==> config.mk <==
export PLATFORM = sky130hd
export DESIGN_NAME = mda_ctrl
export DESIGN_NICKNAME = d
export VERILOG_FILES = /design/src/rtl/mda_pkg.sv /design/src/rtl/mda_ctrl.sv
export SDC_FILE = /design/constraint.sdc
export NUM_CORES = 1
export LEC_CHECK = 0
export BUFFER_PORTS_ARGS = -buffer_cell sky130_fd_sc_hd__buf_2
export CAP_MARGIN = 20
export CORE_ASPECT_RATIO = 1.2
export CORE_MARGIN = 8
export CORE_UTILIZATION = 28
export DETAILED_ROUTE_END_ITERATION = 16
export HOLD_SLACK_MARGIN = 0.06
export PLACE_DENSITY = 0.4
export SETUP_SLACK_MARGIN = 0.15
export SLEW_MARGIN = 20
export SYNTH_ARGS = -nofsm -noshare
export SYNTH_HDL_FRONTEND = slang
export SYNTH_SLANG_ARGS = --single-unit
==> constraint.sdc <==
create_clock -name clock -period 3.5 [get_ports clock]
set_input_delay 0.175 -clock clock [delete_from_list [all_inputs] [get_ports clock]]
set_output_delay 0.175 -clock clock [all_outputs]
set_load 0.01 [all_outputs]
==> src/rtl/mda_pkg.sv <==
/*
 * Shared constants and types for the multiplexed DRAM access controller.
 * Assumes a 20 MHz system clock and a 1M x 1 DRAM with separate data in and out pins.
 */
package mda_pkg;

	// Clock rate and address geometry.
	localparam int CLK_MHZ       = 20;
	localparam int ADDR_BITS     = 20;
	localparam int MUX_BITS      = 10;
	localparam int REF_ROW_BITS  = 9;
	localparam int REF_ROWS      = 512;
	localparam int ROW_CELLS     = 2048;
	localparam int SYNC_STAGES   = 2;

	// Times in their own units; strobe figures are plain defaults, tune per part.
	localparam int T_PWRUP_US    = 100;
	localparam int DUMMY_CYCLES  = 8;
	localparam int T_REF_MS      = 8;
	localparam int T_RP_NS       = 100;
	localparam int T_RAS_NS      = 120;
	localparam int T_ACC_NS      = 100;
	localparam int T_CWD_NS      = 60;
	localparam int T_RWD_NS      = 150;
	localparam int T_WP_NS       = 40;

	// Least time in nanoseconds to whole cycles, rounded up, never below one.
	function automatic int mda_ns2cyc(input int ns);
		int c;
		c = (ns * CLK_MHZ + 999) / 1000;
		return (c < 1) ? 1 : c;
	endfunction : mda_ns2cyc

	// Derived cycle counts.
	localparam int PWRUP_CYC     = T_PWRUP_US * CLK_MHZ;
	localparam int REF_PERIOD_CYC = T_REF_MS * 1000 * CLK_MHZ;
	localparam int RP_CYC        = mda_ns2cyc(T_RP_NS);
	localparam int RAS_CYC       = mda_ns2cyc(T_RAS_NS);
	localparam int ACC_CYC       = mda_ns2cyc(T_ACC_NS);
	localparam int CWD_CYC       = mda_ns2cyc(T_CWD_NS);
	localparam int RWD_CYC       = mda_ns2cyc(T_RWD_NS);
	localparam int WP_CYC        = mda_ns2cyc(T_WP_NS);

	// User commands.
	typedef enum logic [2:0] {
		MDA_OP_READ    = 3'h0,
		MDA_OP_WRITE   = 3'h1,
		MDA_OP_RMW     = 3'h2,
		MDA_OP_REF_ROW = 3'h3,
		MDA_OP_REF_CBR = 3'h4
	} mda_op_e;

	// Controller states, one-hot.
	typedef enum logic [8:0] {
		ST_PWRUP = 9'h001,
		ST_IDLE  = 9'h002,
		ST_ROW   = 9'h004,
		ST_RAS   = 9'h008,
		ST_COL   = 9'h010,
		ST_CAS   = 9'h020,
		ST_WE    = 9'h040,
		ST_CBR   = 9'h080,
		ST_PRE   = 9'h100
	} mda_state_e;

	// A user request.
	typedef struct packed {
		mda_op_e               op;
		logic [ADDR_BITS-1:0]  addr;
		logic                  wdata;
	} mda_req_s;

endpackage : mda_pkg
==> src/rtl/mda_ctrl.sv <==
/*
 * Host-side controller driving a 1M x 1 multiplexed-address DRAM through its strobe pins.
 * Assumes the DRAM data output returns asynchronously and the user side shares clock.
 */
// Function
// One row activation refreshes a whole row.
// Row is low ten bits, column upper ten.
// Device latches row on row strobe fall.
// Column latches transparent until column strobe falls.
// Keep column address valid until data read.
// Row address, row strobe, column address, column strobe.
// Read: both strobes low, write enable high.
// Read data valid until column strobe rises.
// Write data taken at later falling edge.
// Write enable before column strobe: early write.
// Write enable after column strobe: late write.
// Late enough write enable gives read-modify-write.
// Refresh all 512 rows within 8 ms.
// Row-only refresh uses low nine address bits.
// Column strobe first refreshes internal counter row.
// Sequential row accesses count as refresh.
// Fast page: row open, columns cycled.
// Nibble: strobe cycles step high address bits.
// Static column: change column without strobe.
// Static column: chip select may stay low.
// Dummy row cycles after power-up and long idle.
// Unmet write timing leaves output undefined.
`timescale 1ns/1ps
`default_nettype none

module mda_ctrl #(
	parameter int REF_PERIOD_CYC = mda_pkg::REF_PERIOD_CYC,
	parameter int PWRUP_CYC      = mda_pkg::PWRUP_CYC
) (
	// Clock and reset.
	input  wire logic                          clock,
	input  wire logic                          rst,
	// User request port.
	input  wire logic                          req_valid,
	input  wire mda_pkg::mda_req_s             req,
	output logic                               req_ready,
	output logic                               rsp_valid,
	output logic                               rsp_data,
	output logic                               init_done,
	input  wire logic                          auto_refresh_en,
	// DRAM pins.
	output logic                               ras_n,
	output logic                               cas_n,
	output logic                               we_n,
	output logic [mda_pkg::MUX_BITS-1:0]       multiplexed_address,
	output logic                               mem_d,
	input  wire logic                          mem_q
);

	localparam int REFI_CYC = REF_PERIOD_CYC / mda_pkg::REF_ROWS;

	// Parameter sanity: counters are 18 bits and read-modify-write timing must hold.
	if (REF_PERIOD_CYC < mda_pkg::REF_ROWS || REF_PERIOD_CYC >= 262144 || PWRUP_CYC < 1 || PWRUP_CYC >= 262144)
		$error("mda_ctrl: counts out of range");
	if (mda_pkg::ACC_CYC < mda_pkg::CWD_CYC || mda_pkg::ACC_CYC + 2 < mda_pkg::RWD_CYC)
		$error("mda_ctrl: access time shorter than write delays");

	mda_pkg::mda_state_e                state_r;
	mda_pkg::mda_op_e                   op_r;
	logic [mda_pkg::ADDR_BITS-1:0]      addr_r;
	logic                               wdata_r;
	logic                               dummy_r;
	logic [17:0]                        cnt_r;
	logic [3:0]                         dummy_left_r;
	logic                               init_pend_r;
	logic [mda_pkg::SYNC_STAGES-1:0]    q_sync_r;
	logic [17:0]                        ref_tmr_r;
	logic                               ref_pend_r;
	logic [mda_pkg::REF_ROW_BITS-1:0]   ref_row_r;
	logic [17:0]                        idle_cnt_r;
	logic                               idle_expire_r;
	logic                               acc_go;
	logic                               ref_go;
	logic                               is_refresh;

	// Start conditions shared by the sequencer and the refresh bookkeeping.
	assign acc_go     = (state_r == mda_pkg::ST_IDLE) && req_valid && req_ready;
	assign ref_go     = (state_r == mda_pkg::ST_IDLE) && !acc_go && !init_pend_r && ref_pend_r;
	assign is_refresh = (op_r == mda_pkg::MDA_OP_REF_ROW) || (op_r == mda_pkg::MDA_OP_REF_CBR);

	// The DRAM output is asynchronous to us, so it passes two flops first.
	always_ff @(posedge clock) begin
		if (rst) begin
			q_sync_r <= '0;
		end else begin
			q_sync_r <= {q_sync_r[0], mem_q};
		end
	end

	// Refresh timer: one row every interval keeps all 512 within the period.
	always_ff @(posedge clock) begin
		if (rst) begin
			ref_tmr_r  <= '0;
			ref_pend_r <= 1'b0;
			ref_row_r  <= '0;
		end else begin
			if (ref_go) begin
				ref_pend_r <= 1'b0;
				ref_row_r  <= ref_row_r + 1'b1;
			end
			if (acc_go && req.addr[mda_pkg::REF_ROW_BITS-1:0] == ref_row_r) begin
				ref_row_r <= ref_row_r + 1'b1;
				ref_tmr_r <= '0;
			end else if (auto_refresh_en) begin
				if (ref_tmr_r == 18'(REFI_CYC - 1)) begin
					ref_tmr_r  <= '0;
					ref_pend_r <= 1'b1; // set wins over clear
				end else begin
					ref_tmr_r <= ref_tmr_r + 1'b1;
				end
			end
		end
	end

	// Idle watch: a row strobe cycle restarts it; too long without one demands dummies.
	always_ff @(posedge clock) begin
		if (rst) begin
			idle_cnt_r    <= '0;
			idle_expire_r <= 1'b0;
		end else begin
			idle_expire_r <= 1'b0;
			if (state_r == mda_pkg::ST_ROW || state_r == mda_pkg::ST_CBR || !init_done) begin
				idle_cnt_r <= '0;
			end else if (idle_cnt_r == 18'(REF_PERIOD_CYC - 1)) begin
				idle_cnt_r    <= '0;
				idle_expire_r <= 1'b1;
			end else begin
				idle_cnt_r <= idle_cnt_r + 1'b1;
			end
		end
	end

	// Strobe sequencer; all DRAM pins and user outputs are registered here.
	always_ff @(posedge clock) begin
		if (rst) begin
			state_r             <= mda_pkg::ST_PWRUP;
			op_r                <= mda_pkg::MDA_OP_READ;
			addr_r              <= '0;
			wdata_r             <= 1'b0;
			dummy_r             <= 1'b0;
			cnt_r               <= '0;
			dummy_left_r        <= 4'(mda_pkg::DUMMY_CYCLES);
			init_pend_r         <= 1'b1;
			init_done           <= 1'b0;
			req_ready           <= 1'b0;
			rsp_valid           <= 1'b0;
			rsp_data            <= 1'b0;
			ras_n               <= 1'b1;
			cas_n               <= 1'b1;
			we_n                <= 1'b1;
			multiplexed_address <= '0;
			mem_d               <= 1'b0;
		end else begin
			rsp_valid <= 1'b0;
			cnt_r     <= cnt_r + 1'b1;
			unique case (state_r)
				mda_pkg::ST_PWRUP: begin
					if (cnt_r == 18'(PWRUP_CYC - 1)) begin
						state_r <= mda_pkg::ST_IDLE;
					end
				end
				mda_pkg::ST_IDLE: begin
					cnt_r <= '0;
					if (acc_go) begin
						req_ready           <= 1'b0;
						op_r                <= req.op;
						addr_r              <= req.addr;
						wdata_r             <= req.wdata;
						dummy_r             <= 1'b0;
						multiplexed_address <= req.addr[mda_pkg::MUX_BITS-1:0];
						if (req.op == mda_pkg::MDA_OP_REF_CBR) begin
							cas_n   <= 1'b0;
							state_r <= mda_pkg::ST_CBR;
						end else begin
							state_r <= mda_pkg::ST_ROW;
						end
					end else if (init_pend_r || ref_pend_r) begin
						req_ready           <= 1'b0;
						op_r                <= mda_pkg::MDA_OP_REF_ROW;
						dummy_r             <= init_pend_r;
						multiplexed_address <= {1'b0, ref_row_r};
						state_r             <= mda_pkg::ST_ROW;
					end else begin
						req_ready <= 1'b1;
					end
				end
				mda_pkg::ST_CBR: begin
					ras_n   <= 1'b0; // column strobe already low
					cnt_r   <= '0;
					state_r <= mda_pkg::ST_RAS;
				end
				mda_pkg::ST_ROW: begin
					ras_n   <= 1'b0; // row address stood one cycle
					cnt_r   <= '0;
					state_r <= mda_pkg::ST_RAS;
				end
				mda_pkg::ST_RAS: begin
					if (is_refresh) begin
						// Column strobe stays high for row-only refresh; whole row restored.
						if (cnt_r == 18'(mda_pkg::RAS_CYC - 1)) begin
							cnt_r   <= '0;
							state_r <= mda_pkg::ST_PRE;
						end
					end else begin
						multiplexed_address <= addr_r[mda_pkg::ADDR_BITS-1:mda_pkg::MUX_BITS];
						if (op_r == mda_pkg::MDA_OP_WRITE) begin
							we_n  <= 1'b0; // early write, data taken at column strobe
							mem_d <= wdata_r;
						end
						state_r <= mda_pkg::ST_COL;
					end
				end
				mda_pkg::ST_COL: begin
					cas_n   <= 1'b0; // column address stood one cycle
					cnt_r   <= '0;
					state_r <= mda_pkg::ST_CAS;
				end
				mda_pkg::ST_CAS: begin
					// Wait for access plus the two sync stages; address held for the read.
					if (cnt_r == 18'(mda_pkg::ACC_CYC + mda_pkg::SYNC_STAGES)) begin
						cnt_r <= '0;
						if (op_r != mda_pkg::MDA_OP_WRITE) begin
							rsp_data <= q_sync_r[mda_pkg::SYNC_STAGES-1];
						end
						if (op_r == mda_pkg::MDA_OP_RMW) begin
							we_n    <= 1'b0; // late enough after both strobes
							mem_d   <= wdata_r;
							state_r <= mda_pkg::ST_WE;
						end else begin
							rsp_valid <= 1'b1;
							state_r   <= mda_pkg::ST_PRE;
						end
					end
				end
				mda_pkg::ST_WE: begin
					if (cnt_r == 18'(mda_pkg::WP_CYC - 1)) begin
						cnt_r     <= '0;
						rsp_valid <= 1'b1;
						state_r   <= mda_pkg::ST_PRE;
					end
				end
				mda_pkg::ST_PRE: begin
					ras_n <= 1'b1;
					cas_n <= 1'b1;
					we_n  <= 1'b1;
					if (cnt_r == 18'(mda_pkg::RP_CYC - 1)) begin
						cnt_r   <= '0;
						state_r <= mda_pkg::ST_IDLE;
						if (dummy_r) begin
							dummy_left_r <= dummy_left_r - 1'b1;
							if (dummy_left_r == 4'h1) begin
								init_pend_r <= 1'b0;
								init_done   <= 1'b1;
							end
						end
					end
				end
			endcase
			// A long idle re-arms the dummy cycles; placed last so it wins.
			if (idle_expire_r) begin
				init_pend_r  <= 1'b1;
				init_done    <= 1'b0;
				dummy_left_r <= 4'(mda_pkg::DUMMY_CYCLES);
				req_ready    <= 1'b0;
			end
		end
	end

endmodule : mda_ctrl

`default_nettype wire

* Word-level counts from Yosys, hierarchy flattened
Index checks and enable logic that the tools add are counted.
** Operators by class
- Add/subtract/negate cells :: 5
- Equality and inequality tests :: 34
- Mux-type cells :: 53
- Reduce and logical (&&, ||, !) cells :: 37
** Operators by type and width (number)
- two-way mux 18 bit :: 6
- two-way mux 9 bit :: 11
- case mux 18 bit (5 select lines) :: 1
- case mux 9 bit (8 select lines) :: 1
- adder 18 x 1 -> 18 bit, second input constant :: 3
- two-way mux 10 bit :: 3
- two-way mux 1 bit :: 22
- case mux 10 bit (2 select lines) :: 1
- == test 18 x 1 -> 1 bit, second input constant :: 1
- == test 18 x 11 -> 1 bit, second input constant :: 1
- == test 18 bit, second input constant :: 1
- == test 18 x 2 -> 1 bit, second input constant :: 1
- == test 18 x 3 -> 1 bit, second input constant :: 1
- == test 18 x 9 -> 1 bit, second input constant :: 1
- logical NOT 18 bit :: 1
- != test 2 bit, second input constant :: 8
- AND reduction 3 bit :: 4
- AND reduction 5 bit :: 2
- nonzero test 2 bit :: 5
- adder 9 x 1 -> 9 bit, second input constant :: 1
- == test 9 x 1 -> 1 bit, second input constant :: 1
- == test 9 x 2 -> 1 bit, second input constant :: 1
- == test 9 x 3 -> 1 bit, second input constant :: 1
- == test 9 x 4 -> 1 bit, second input constant :: 1
- other kinds (29) :: 50
** Word-level totals
- Register bits :: 124
- Output and inout bits :: 18
- Word-level logic and storage cells :: 152

* Depth between registers and ports, before layout
- Depth in word-level cells :: 11
- Depth in mapped cells :: 8
- Gate-level depth less buffers :: 7

* Worst setup path after synthesis
Ideal clock, no wire load.
- Path type :: flip-flop to flip-flop
- Start :: reg state_r[2]
- End :: reg ref_row_r[8] (netlist name)
- Library setup time :: 121 ps
- Data arrival time :: 2041 ps
- Required time :: 3379 ps
- Slack :: 1338 ps
- Cell stages (with the launch flop) :: 8
- Cell sequence :: dfxtp_1 -> buf_6 -> nor4b_4 -> nand4_2 -> nor4_4 -> nor2_2 -> nor4_1 -> mux2_2
** On the way
- Longest elaborated chain between the ends :: 8
- Elaborated cells on any way between the ends :: 10
- Classes of those cells :: 1 x eq/ne; 1 x mux; 8 x reduce/logical
** RTL lines
- start: declaration :: line mda_ctrl.sv:63 : mda_pkg::mda_state_e state_r;
- start signal: assignment :: line mda_ctrl.sv:141 : state_r <= mda_pkg::ST_PWRUP;
- start signal: assignment :: line mda_ctrl.sv:164 : state_r <= mda_pkg::ST_IDLE;
- start signal: assignment :: line mda_ctrl.sv:178 : state_r <= mda_pkg::ST_CBR;
- == test 9 x 2 -> 1 bit * :: line mda_ctrl.sv:82, mda_ctrl.sv:83
- logical AND 1 bit (2 in a row) :: line mda_ctrl.sv:82 : assign acc_go = (state_r == mda_pkg::ST_IDLE) && req_valid && req_ready;
- logical NOT 1 bit :: line mda_ctrl.sv:83 : assign ref_go = (state_r == mda_pkg::ST_IDLE) && !acc_go && !init_pend_r && ref_pend_r;
- logical AND 1 bit (3 in a row) :: line mda_ctrl.sv:83
- nonzero test 2 bit (no source line)
- end signal: assignment :: line mda_ctrl.sv:104 : ref_row_r <= ref_row_r + 1'b1;
- end signal: assignment :: line mda_ctrl.sv:107 : ref_row_r <= ref_row_r + 1'b1;
- end: declaration :: line mda_ctrl.sv:74 : logic [mda_pkg::REF_ROW_BITS-1:0] ref_row_r;
Every way passes the cells marked *; elsewhere a longest branch is shown, timed or not.
A chain may end at the register's enable or synchronous reset.

* Worst setup path in the final report
Same ends and word-level chain as after synthesis.

==> run summary <==
First DRT Iteration DRCs - 194
Ports - 47
final antenna-violating net count - 0
Port Buffers - 46
cells after synthesis - 633
multiplexer share of the synthesized area - 2.69%
CP Capture Type - flip-flop
Overall Power - 3.67 mW
critical path, cell by cell - nor4b_4 -> nand4_2 -> buf_4 -> nor4_4 -> nor2_2 -> nor4_1 -> mux2_2
CP Data Required Time - 3.80 ns
Post-Synth Simple-Gate Area - 30.3%
Synth top cells by count - dfxtp_1 (114), nor2_1 (102), nand2_1 (81), xor2_1 (37), nand3_1 (33)
placer congestion estimate - 0.796
Main synth FF type - dfxtp_1
top cells by area, synth - dfxtp_1 (43%), nor2_1 (7.2%), xor2_1 (6.1%), nand2_1 (5.7%), xnor2_1 (4.3%)
GR peak layer - met2
htree depth - 4
grt met2 use - 20.8%
final worst path period share - 74.8%
share of layout cells above drive strength 1 - 13.7%
CP peak stage delay - 0.45 ns
Final Worst Setup Slack - 0.881 ns
placed cell areas - 5810 um2
Post-CTS Setup Inserts - 0
via count - 4442
share of synthesized flip-flops with an asynchronous set or reset - 0%
vias per cell - 4.61
Distinct cells, synth - 55
Max-slew headroom - 42.8%
Post-Layout Cell Count - 964
Max Cap Violations - 0
synthesized area - 5310 um2
unrepaired setup endpoints after global routing - false
WS Path Type - flip-flop to flip-flop
complex-gate fraction of the synthesized area - 8.46%
VDD IR-drop max - 328 uV
height of the chip - 167 um
P&R area growth vs syn - 24.6%
Placed Instances - 918
Overflow after GRT - 0
routed length per instance - 13.9 um
final setup fails - 0
die area - 23600 um2
Root Driver - clkbuf_16
initial antenna violation count - 0
most frequent cell after synthesis - dfxtp_1
# clock sinks - 114
Sum Neg Setup Slack - 0 ns
Fmax - 0.382 GHz
Synth Area in XOR/XNOR - 10.4%
fin. max-slew vios - 0
Hold Violations, Final - 0
Synth top area share - 43.0%
final instance area - 6610 um2
clk buf depth - 2
DR pass1 iterations - 5
Final Critical Period - 2.62 ns
Clock Skews - 0.00898 ns
Clock Latency Late Sink - 0.41 ns
CP max FO - 21
CTS buffer count - 17
sequential area share after synthesis - 43.0%
# rows - 55
met3 Use GR - 3.83%
Worst Tran Pin Value - 0.850 ns
area leader, netlist - dfxtp_1
Place WS - 0.879 ns
pwr/cell area - 555 nW/um2
largest net degree at the start of global routing - 37
DRC errors left - 0
CTS tree - done
Initial Util - 28.4%
routing usage on met1 - 13.6%
CP max-delay cell - nor4_4
core area - 18700 um2
Post-layout nets - 733
antenna diode instance count - 0
flops & latches, synth - 114
Synth Area in Adders - 2.12%
Post-synth EDFFs - 0
final wirelength - 13400 um
first-pass GRT wire length - 22800 um
clock slew at reported path FFs - 0.05 ns
all-layer global routing usage - 12.1%
Arr. time, crit path - 2.92 ns
Leak Pwr - 2.49 nW
Mean Syn Cell Area - 8.38 um2
Detailed Place HPWL - 9750 um
vias in the first global route - 4600
worst hold path class - input port to flip-flop
post-cts sizing count - 0
Die X - 142 um
synthesized net count - 671
Worst Setup Start Kind - flip-flop
largest family of logic cells by synthesized area - simple AND/OR/NAND/NOR gates
run status - complete, no violations
Ys Warns - 0
[power breakdown]
part | switching, mW | internal [mW]
clock network | 0.607 | 1.32
registers | 0.0588 | 1.34
logic | 0.200 | 0.142
[critical path, delay by kind of cell (launching register included)]
| kind | cells | cell delay [ns] |
|---|---|---|
| simple gates | 5 | 1.49 |
| flops | 1 | 0.40 |
| mux | 1 | 0.37 |
| buf+inv | 1 | 0.23 |
[metrics by stage]
step	util [%]	hold slack, ns
CTS	35.3	0.0689
floorplan	-	0.303
global route	35.3	0.101
global placement	31.0	0.388
detailed placement	31.0	0.389
finish	35.3	0.0924
[cells by family (layout without fill, tap and decap cells)]
group           Yosys count  in the layout
buf+inv                  40            115
mux                      14             14
xor+xnor                 63             63
fa+ha+maj                 9              9
flops                   114            114
simple gates            322            322
compound gates           71             71
[layout make-up]
type                    instances  area [um2]
fillers                      1979       12100
multi-input cells             479        2870
flip-flops and latches        114        2280
clock buffers                  24         522
repair buffers                 65         408
well taps                     256         320
clock inverters                 8         145
inverters                      18        67.6
[per-layer routing]
layer,part of all wire (%),up-vias
met5,0,-
met4,1.6,0
met3,3.7,15
met2,48,58
met1,46,2061
li1,-,2308
[placed cells by master, fill, tap and decap left out, drive strengths merged, types with 3 or more instances in the layout]
cell         count
dfxtp          114
clkbuf          24
a22oi            3
xnor2           26
xor2            37
o21ai            8
bufinv           4
buf             51
mux2i           12
dlygate4sd3     14
a31oi           10
nor4b            6
and3            12
inv             18
nand3           33
nand4           14
o22ai            4
nor2           103
and4             5
nor4            16
nor3            13
o31ai            3
nand2           81
o311ai           3
a21oi           24
nand2b           6
nand3b           4
or3              5
or4              4
nor2b            9
and2             4
ha               9
[registers in the layout, indices dropped and copies added (netlist names), 2 cells and up]
| register | cells |
|---|---|
| dummy_left_r | 4 |
| op_r | 3 |
| ref_tmr_r | 18 |
| q_sync_r | 2 |
| multiplexed_address | 10 |
| ref_row_r | 9 |
| idle_cnt_r | 18 |
| state_r | 9 |
| cnt_r | 18 |
| addr_r | 10 |
[timing repair]
item	4_1_cts	5_1_grt
hold buffers	14	0
endpoints found under the setup margin	0	0
hold endpoints to repair	14	0
[path summary, 6_finish.rpt]
kind	start	to	slack, ns	cells after the start
worst min-delay path	req[21]	op_r[0]	0.09	3
worst max register to register	state_r[2]	ref_row_r[8]	0.88	7
worst max-delay path	state_r[2]	ref_row_r[8]	0.88	7
worst min register to register	ras_n	ras_n	0.44	2
Note: power is estimated with default switching activity, not from simulation.
